==> src/drs_map.vh <==
// register offsets, field positions, reset values and boot codes of the reset sequencer
`ifndef DRS_MAP_VH
`define DRS_MAP_VH

// ----------------------------------------
// register offsets
// ----------------------------------------
`define DRS_OFF_CRC 8'h00
`define DRS_OFF_CRS 8'h04
`define DRS_OFF_PRC 8'h08
`define DRS_OFF_DCF 8'h0c
`define DRS_OFF_CAU 8'h10
`define DRS_OFF_DCS 8'h14
`define DRS_OFF_BOOT 8'h18

// ----------------------------------------
// control_reset_config fields
// ----------------------------------------
`define DRS_CRC_CTL_REQ 0
`define DRS_CRC_ABUS_RST 1
`define DRS_CRC_PROP_EN 2
`define DRS_CRC_RELEASE 3
`define DRS_CRC_W 4
`define DRS_CRC_RST 4'h0

// ----------------------------------------
// reset_cause fields
// ----------------------------------------
`define DRS_CAU_EXT 0
`define DRS_CAU_POR 1
`define DRS_CAU_WD0 2
`define DRS_CAU_WD1 3
`define DRS_CAU_SW 4
`define DRS_CAU_W 5

// ----------------------------------------
// reset values of the wide registers
// ----------------------------------------
`define DRS_PRC_RST 32'h00000000
`define DRS_DCF_RST 32'hffffffff

// ----------------------------------------
// boot codes
// ----------------------------------------
`define DRS_BOOT_PAR 4'h0
`define DRS_BOOT_RAM 4'h1
`define DRS_BOOT_SER 4'h2
`define DRS_BOOT_CAN 4'h3
`define DRS_BOOT_ENET 4'h4
`define DRS_BOOT_FLASH 4'h7
`define DRS_BOOT_SPIM 4'h9
`define DRS_BOOT_I2CM 4'ha
`define DRS_BOOT_FAST 4'hf

// ----------------------------------------
// timing
// ----------------------------------------
`define DRS_CLK_MHZ 50
`define DRS_FAST_OSC_MAX_MHZ 30

`endif

==> src/drs_seq.v <==
// reset combiner, reset release synchronisers, register port and boot sequencer
//
// Summary of operation
// - power-on or master system reset resets master cpu and interrupt controller
// - master system reset from pin, watchdogs, software or debugger request
// - watchdog reset when either master watchdog or nmi watchdog times out
// - master system reset reaches all master peripherals and subsystem
// - control cpu reset from pin, nmi watchdog, sw, debugger, request bit
// - software and debugger resets reach control side only when enabled
// - selective control-reset bit resets control subsystem on its own
// - analog bus reset bit resets analog bus and analog subsystem
// - status bit shows control system reset is active
// - peripheral reset bits act only for peripherals enabled in config
// - reset cause register reports pin, power-on, watchdog 0/1, software
// - control cpu reset drives control system reset
// - control side reads analog bus reset and pin state
// - shared reset resets analog and shared resources; bus reset and pin too
// - shared reset from pin, and enabled software or debugger request
// - external parallel port reset by master system reset only
// - control and analog held in reset until master releases them
// - boot order: init, release control and analog, then sample pins
// - control cpu idles after init until wake interrupt
// - boot pins decoded msb first into the listed boot sources
// - unsupported codes fall back to flash; code 15 is flash too
// - code 15 uses fast flash power-up, only with oscillator up to 30 MHz
//
// The implementer's own choices: the address map and the strobed register port.
`include "drs_map.vh"
`timescale 1ns/10ps
`default_nettype none

module drs_seq #(
    parameter OSC_MHZ = 25
) (
    input wire clk,
    input wire resetn,
    input wire external_reset_pin_n,
    input wire analog_reset_pin_n,
    input wire master_wdog0_timeout,
    input wire master_wdog1_timeout,
    input wire master_nmi_wdog_timeout,
    input wire control_nmi_watchdog_reset,
    input wire master_software_reset,
    input wire master_debugger_reset,
    input wire control_init_done,
    input wire master_to_control_wake_irq,
    input wire [3:0] boot_pins,
    input wire [7:0] reg_addr,
    input wire [31:0] reg_wdata,
    input wire reg_wr,
    input wire reg_rd,
    output reg [31:0] reg_rdata,
    output wire master_system_reset_n,
    output wire master_cpu_reset_n,
    output wire external_parallel_port_reset_n,
    output wire control_cpu_reset_in_n,
    output wire control_system_reset_n,
    output wire shared_resource_reset_n,
    output wire analog_reset_n,
    output wire analog_bus_reset_n,
    output wire [31:0] master_periph_reset_n,
    output reg [3:0] boot_mode,
    output reg boot_mode_valid,
    output reg flash_fast_mode,
    output reg control_idle
);

// ----------------------------------------
// constants and functions
// ----------------------------------------
localparam NRST = 40;
localparam [3:0] ST_HOLD = 4'h1;
localparam [3:0] ST_WAIT = 4'h2;
localparam [3:0] ST_SAMP = 4'h4;
localparam [3:0] ST_DONE = 4'h8;

// fast flash power-up is unsafe above the oscillator limit
localparam FAST_OK = (OSC_MHZ <= `DRS_FAST_OSC_MAX_MHZ);

function [3:0] boot_decode;
    input [3:0] code;
    begin
        case (code)
            `DRS_BOOT_PAR, `DRS_BOOT_RAM, `DRS_BOOT_SER, `DRS_BOOT_CAN,
            `DRS_BOOT_ENET, `DRS_BOOT_FLASH, `DRS_BOOT_SPIM,
            `DRS_BOOT_I2CM: begin
                boot_decode = code;
            end
            `DRS_BOOT_FAST: begin
                boot_decode = FAST_OK ? code : `DRS_BOOT_FLASH;
            end
            default: begin
                boot_decode = `DRS_BOOT_FLASH;
            end
        endcase
    end
endfunction

function sel;
    input [7:0] a;
    input [7:0] off;
    begin
        sel = (a == off);
    end
endfunction

// ----------------------------------------
// pin synchronisers
// ----------------------------------------
reg [5:0] pin_s1_r;
reg [5:0] pin_s2_r;

always @(posedge clk or negedge resetn) begin
    if (!resetn) begin
        pin_s1_r <= 6'h3f;
        pin_s2_r <= 6'h3f;
    end else begin
        pin_s1_r <= {external_reset_pin_n, analog_reset_pin_n, boot_pins};
        pin_s2_r <= pin_s1_r;
    end
end

wire ext_low = ~pin_s2_r[5];
wire ars_low = ~pin_s2_r[4];
wire [3:0] boot_pins_s = pin_s2_r[3:0];

// ----------------------------------------
// registers
// ----------------------------------------
reg [`DRS_CRC_W-1:0] crc_r;
reg [31:0] prc_r;
reg [31:0] dcf_r;
reg [`DRS_CAU_W-1:0] cause_r;
reg [`DRS_CAU_W-1:0] cause_nxt;
reg por_seen_r;
reg [3:0] state_r;
reg [3:0] state_nxt;
reg [3:0] boot_raw_r;

wire [NRST-1:0] rst_q;
wire sys_active = ~rst_q[0];

// ----------------------------------------
// reset requests
// ----------------------------------------
wire wdog_req = master_wdog0_timeout | master_wdog1_timeout |
                master_nmi_wdog_timeout;
wire sys_req = ext_low | wdog_req | master_software_reset |
               master_debugger_reset;
wire prop_req = crc_r[`DRS_CRC_PROP_EN] &
                (master_software_reset | master_debugger_reset);
wire hold = ~crc_r[`DRS_CRC_RELEASE];
wire ctl_req = ext_low | control_nmi_watchdog_reset | prop_req |
               crc_r[`DRS_CRC_CTL_REQ] | hold;
wire shr_req = ext_low | prop_req;
wire abus_req = crc_r[`DRS_CRC_ABUS_RST] | hold;
wire ana_req = ~rst_q[5] | ~rst_q[7] | ars_low | hold;

reg [NRST-1:0] req;
integer k;

always @* begin
    req = {NRST{1'b0}};
    req[0] = sys_req;
    req[1] = sys_req;
    req[2] = sys_req;
    req[3] = ctl_req;
    req[4] = ~rst_q[3];
    req[5] = shr_req;
    req[6] = ana_req;
    req[7] = abus_req;
    for (k = 0; k < 32; k = k + 1) begin
        req[8+k] = sys_req | (prc_r[k] & dcf_r[k]);
    end
end

// ----------------------------------------
// reset release synchronisers
// ----------------------------------------
// requests come from synchronised or same-clock logic, so assertion at
// the next edge is safe; release always takes two clean edges
genvar g;
generate
    for (g = 0; g < NRST; g = g + 1) begin : g_rst
        reg st1_r;
        reg st2_r;
        always @(posedge clk or negedge resetn) begin
            if (!resetn) begin
                st1_r <= 1'b0;
                st2_r <= 1'b0;
            end else if (req[g]) begin
                st1_r <= 1'b0;
                st2_r <= 1'b0;
            end else begin
                st1_r <= 1'b1;
                st2_r <= st1_r;
            end
        end
        assign rst_q[g] = st2_r;
    end
endgenerate

assign master_system_reset_n = rst_q[0];
assign master_cpu_reset_n = rst_q[1];
assign external_parallel_port_reset_n = rst_q[2];
assign control_cpu_reset_in_n = rst_q[3];
assign control_system_reset_n = rst_q[4];
assign shared_resource_reset_n = rst_q[5];
assign analog_reset_n = rst_q[6];
assign analog_bus_reset_n = rst_q[7];
assign master_periph_reset_n = rst_q[NRST-1:8];

// ----------------------------------------
// register writes
// ----------------------------------------
always @* begin
    cause_nxt = cause_r;
    if (reg_wr && sel(reg_addr, `DRS_OFF_CAU)) begin
        cause_nxt = cause_r & ~reg_wdata[`DRS_CAU_W-1:0];
    end
    // a cause that fires during the clear survives it
    if (ext_low) begin
        cause_nxt[`DRS_CAU_EXT] = 1'b1;
    end
    if (!por_seen_r) begin
        cause_nxt[`DRS_CAU_POR] = 1'b1;
    end
    if (master_wdog0_timeout) begin
        cause_nxt[`DRS_CAU_WD0] = 1'b1;
    end
    if (master_wdog1_timeout) begin
        cause_nxt[`DRS_CAU_WD1] = 1'b1;
    end
    if (master_software_reset) begin
        cause_nxt[`DRS_CAU_SW] = 1'b1;
    end
end

always @(posedge clk or negedge resetn) begin
    if (!resetn) begin
        crc_r <= `DRS_CRC_RST;
        prc_r <= `DRS_PRC_RST;
        dcf_r <= `DRS_DCF_RST;
        cause_r <= {`DRS_CAU_W{1'b0}};
        por_seen_r <= 1'b0;
    end else begin
        cause_r <= cause_nxt;
        por_seen_r <= 1'b1;
        if (sys_active) begin
            // master reset brings back the hold on control and analog
            crc_r <= `DRS_CRC_RST;
            prc_r <= `DRS_PRC_RST;
        end else if (reg_wr) begin
            if (sel(reg_addr, `DRS_OFF_CRC)) begin
                crc_r <= reg_wdata[`DRS_CRC_W-1:0];
            end
            if (sel(reg_addr, `DRS_OFF_PRC)) begin
                prc_r <= reg_wdata;
            end
            if (sel(reg_addr, `DRS_OFF_DCF)) begin
                dcf_r <= reg_wdata;
            end
        end
    end
end

// ----------------------------------------
// register reads
// ----------------------------------------
always @(posedge clk or negedge resetn) begin
    if (!resetn) begin
        reg_rdata <= 32'h00000000;
    end else if (reg_rd) begin
        case (reg_addr)
            `DRS_OFF_CRC: begin
                reg_rdata <= {28'h0000000, crc_r};
            end
            `DRS_OFF_CRS: begin
                reg_rdata <= {29'h00000000, ~rst_q[6], ~rst_q[3],
                              ~rst_q[4]};
            end
            `DRS_OFF_PRC: begin
                reg_rdata <= prc_r;
            end
            `DRS_OFF_DCF: begin
                reg_rdata <= dcf_r;
            end
            `DRS_OFF_CAU: begin
                reg_rdata <= {27'h0000000, cause_r};
            end
            `DRS_OFF_DCS: begin
                reg_rdata <= {30'h00000000, pin_s2_r[5], ~rst_q[7]};
            end
            `DRS_OFF_BOOT: begin
                reg_rdata <= {22'h000000, flash_fast_mode, boot_mode_valid,
                              boot_mode, boot_raw_r};
            end
            default: begin
                reg_rdata <= 32'h00000000;
            end
        endcase
    end else begin
        reg_rdata <= 32'h00000000;
    end
end

// ----------------------------------------
// boot sequencer
// ----------------------------------------
always @* begin
    state_nxt = state_r;
    case (state_r)
        ST_HOLD: begin
            if (!sys_active) begin
                state_nxt = ST_WAIT;
            end
        end
        ST_WAIT: begin
            if (rst_q[3] && rst_q[6]) begin
                state_nxt = ST_SAMP;
            end
        end
        ST_SAMP: begin
            state_nxt = ST_DONE;
        end
        ST_DONE: begin
            state_nxt = ST_DONE;
        end
        default: begin
            state_nxt = ST_HOLD;
        end
    endcase
    if (sys_active) begin
        state_nxt = ST_HOLD;
    end
end

always @(posedge clk or negedge resetn) begin
    if (!resetn) begin
        state_r <= ST_HOLD;
        boot_raw_r <= 4'h0;
        boot_mode <= `DRS_BOOT_FLASH;
        boot_mode_valid <= 1'b0;
        flash_fast_mode <= 1'b0;
    end else begin
        state_r <= state_nxt;
        if (state_r == ST_HOLD) begin
            boot_mode_valid <= 1'b0;
            flash_fast_mode <= 1'b0;
        end else if (state_r == ST_SAMP) begin
            // single capture; later pin changes are ignored
            boot_raw_r <= boot_pins_s;
            boot_mode <= boot_decode(boot_pins_s);
            boot_mode_valid <= 1'b1;
            flash_fast_mode <= (boot_decode(boot_pins_s) == `DRS_BOOT_FAST);
        end
    end
end

// ----------------------------------------
// control cpu idle
// ----------------------------------------
always @(posedge clk or negedge resetn) begin
    if (!resetn) begin
        control_idle <= 1'b0;
    end else if (!rst_q[4]) begin
        control_idle <= 1'b0;
    end else if (master_to_control_wake_irq) begin
        control_idle <= 1'b0;
    end else if (control_init_done) begin
        control_idle <= 1'b1;
    end
end

endmodule // drs_seq

`default_nettype wire

==> config.mk <==
export PLATFORM = sky130hd
export DESIGN_NAME = drs_seq
export DESIGN_NICKNAME = d
export VERILOG_FILES = /design/src/drs_seq.v
export VERILOG_INCLUDE_DIRS = /design/src /design/src/src
export SDC_FILE = /design/constraint.sdc
export NUM_CORES = 1
export LEC_CHECK = 0
export ABC_AREA = 1
export BUFFER_PORTS_ARGS = -buffer_cell sky130_fd_sc_hd__buf_2
export CAP_MARGIN = 20
export CELL_PAD_IN_SITES_DETAIL_PLACEMENT = 0
export CELL_PAD_IN_SITES_GLOBAL_PLACEMENT = 1
export CORE_MARGIN = 2
export CORE_UTILIZATION = 40
export CTS_CLUSTER_DIAMETER = 30
export DETAILED_ROUTE_END_ITERATION = 8
export GPL_TIMING_DRIVEN = 1
export PLACE_DENSITY = 0.7
export SLEW_MARGIN = 25
export SYNTH_ARGS = -nofsm -noshare
export SYNTH_HDL_FRONTEND = slang
export SYNTH_SLANG_ARGS = --single-unit
==> constraint.sdc <==
create_clock -name clk -period 1.6 [get_ports clk]
set_clock_uncertainty 0.1 [all_clocks]
set_input_delay 0.08 -clock clk [delete_from_list [all_inputs] [get_ports clk]]
set_output_delay 0.08 -clock clk [all_outputs]
set_load 0.02 [all_outputs]
==> reports/metrics.cfg <==
[setup_path]
path_buf_inv = 3
max_stage_delay_ns = 0.57
startpoint_type = primary input
crit_cells = 6
ff2ff_setup_slack_ns = 0.13
crit_slowest_cell = dlygate4sd3_1
cp_top_family = buffers and inverters
critical_path_class = primary input to register
r2r_end = flash_fast_mode
worstRegToRegCells = 5
r2r-start = state_r[3]
worstPathCellList = dlygate4sd3_1 -> buf_2 -> nand2_1 -> o21ai_0 -> nand2_1 -> dlygate4sd3_1
cp_data_arrival_time_ns = 1.80
end_kind = register
crit_required_ns = 1.88
crit_path_max_fanout = 5

[timing]
hold_violations = 0
fin_setup_tns_ns = 0
slew_violations = 0
rsz0062_at_grt = false
setup_viol = 0
fin_crit_ns = 1.51
max_freq_mhz = 661
period_share = 0.946

[floorplanning]
dieArea_sq_mm = 0.0216
die_y_um = 147
start_util = 0.405
rows = 52
io_pins = 137
fp.dieW_um = 147
core_sq_mm = 0.0202

[clocking]
cts_root_buf = clkbuf_16
h-tree-depth = 2
clk_pin_slew_ns = 0.05
cts_tree = yes
numCtsBuffers = 42
worstSkewPairLatency_ns = 0.52
clock-sinks = 209
cts_buffer_depth = 3

[cells_and_area]
fillers = 1800
drive_above_1_share = 0.293
n_antenna_cell = 0
layout_commonest_cell = nand2_1
areaGrowthSynthToFinish_pct = 35.8
nNetsFinal = 1062
most-common-layout-cells = nand2_1, dfrtp_1, buf_2
final_cells = 1308

[yosys]
synth_cell_type_count = 32
ys_async_sr_fraction = 1.00
ys.flop_type = dfrtp_1
synthAdderAreaFrac = 0
synth_top_family_by_area = simple AND/OR/NAND/NOR gates
yosysWarnings = 0
yosysSeqAreaShare = 0.647
synth_seq_cells = 209
synth-xor-area-share = 0.00107
synth_nets = 862
synth-simple-area-share = 0.164
synthCells = 804
muxShareOfSynthArea = 0
synth_area_sq_mm = 0.00817
synth_area_per_cell_sq_um = 10.2
synth_enable_flop_cells = 0
synth_compound_area_frac = 0.0981

[route]
finalWirelength_um = 20100
via_per_inst = 4.65
drc = 0
first_pass_iters = 5
routedWlPerCell_um = 15.4
vias = 6077
drt_iter0_markers = 384
drtAntennaViolNets = 0

[placed_design]
hpwl_um = 13200
dp_cells = 1176
port_buffers = 136
place_congestion = 0.823

[grt]
grt_pass1_wl_um = 32600
grt_max_degree = 51
grt_usage = 0.192
overflow = 0
antenna_found_initial = 0
grt_pass1_vias = 6181

[power_and_ir_drop]
pwr_density_cell_mw_per_mm2 = 1300
p_total_mw = 14.4
irDropWorstVdd_v = 0.000858
leakagePower_nw = 5.59

[status]
status = finished, final reports clean

[hold_path]
hold_path.class = primary input to asynchronous set/reset pin

[run]
cap_violations = 0

-- sequential cells by signal, summed over array words and instances, names as in the netlist, 4 cells and up --
register	flops
boot_mode	4
boot_raw_r	4
cause_r	5
crc_r	4
dcf_r	32
g_rst.st1_r	38
g_rst.st2_r	32
pin_s1_r	6
pin_s2_r	6
prc_r	32
reg_rdata	32
state_r	4
-- cell type report --
class / count / area, sq um / share of cell area
well taps: 270 / 338 / 0.0304
clock inverters: 25 / 297 / 0.0267
repair buffers: 219 / 1580 / 0.142
flip-flops and latches: 209 / 5290 / 0.477
multi-input cells: 454 / 2170 / 0.195
inverters: 78 / 293 / 0.0264
clock buffers: 53 / 1130 / 0.102
-- report_power, final --
| group | total [mW] | switching [mW] | internal [mW] |
|---|---|---|---|
| clock network | 8.62 | 2.78 | 5.84 |
| logic | 0.447 | 0.253 | 0.194 |
| registers | 5.36 | 0.0122 | 5.35 |
-- stage by stage --
stage	setup WS (ns)	utilization	area, sq um	hold WS, ns
detailed placement	0.114	0.452	9120	-0.0134
floorplan	0.179	-	8170	-0.316
CTS	0.104	0.550	11100	0.000223
global placement	0.0947	0.452	9120	-0.0194
global route	0.00526	0.550	11100	0.0220
finish	0.0870	0.550	11100	0.00949
-- repair_timing --
action	4_1_cts	5_1_grt
endpoints found under the setup margin	3	1
buffers inserted	1	0
endpoints found under the hold margin	270	0
gates resized for setup	4	1
hold buffers	54	0
-- cell usage after synthesis, types with 2 or more instances --
| master | count | share of area |
|---|---|---|
| nand2_1 | 163 | 0.075 |
| dfrtp_1 | 161 | 0.49 |
| inv_1 | 75 | 0.034 |
| a21oi_1 | 71 | 0.043 |
| nand3_1 | 49 | 0.030 |
| o21ai_0 | 49 | 0.030 |
| dfstp_2 | 48 | 0.15 |
| buf_4 | 42 | 0.039 |
| nor2_1 | 34 | 0.016 |
| and2_1 | 32 | 0.024 |
| o21ai_1 | 17 | 0.010 |
| buf_2 | 11 | 0.0067 |
| clkbuf_1 | 7 | 0.0032 |
| o22ai_1 | 6 | 0.0046 |
| nor2_2 | 5 | 0.0038 |
| o211ai_1 | 5 | 0.0046 |
| buf_6 | 3 | 0.0041 |
| inv_2 | 3 | 0.0014 |
| nand3b_1 | 3 | 0.0028 |
| nor3_1 | 3 | 0.0018 |
| nor3b_1 | 3 | 0.0028 |
| o21ai_2 | 3 | 0.0032 |
| nand2_2 | 2 | 0.0015 |
-- per-layer routing --
metal / vias to the layer above / GRT usage / wire [um] / part of all wire
met1: 2935 / 0.275 / 9540 / 0.47
met5: - / 0 / 0 / 0
met3: 25 / 0.0422 / 959 / 0.048
li1: 2967 / - / - / -
met2: 150 / 0.298 / 9300 / 0.46
met4: 0 / 0.0548 / 299 / 0.015
-- logic make-up (layout without fill, tap and decap cells) --
group	count (synthesis)	in the layout
other	1	1
AND/OR/NAND/NOR	299	299
flip-flops	209	209
buffers and inverters	141	375
XOR/XNOR	1	1
AO/OA/AOI/OAI	153	153
-- how the worst max path moves through the flow --
stage / startpoint / endpoint
floorplan: external_parallel_port_reset_n / prc_r[14]
global placement: state_r[3] / flash_fast_mode
detailed placement: state_r[3] / flash_fast_mode
CTS: external_parallel_port_reset_n / external_parallel_port_reset_n
global route: reg_addr[1] / cause_r[4]
finish: reg_wr / cause_r[2]
Power figures use the tool's default switching activity.
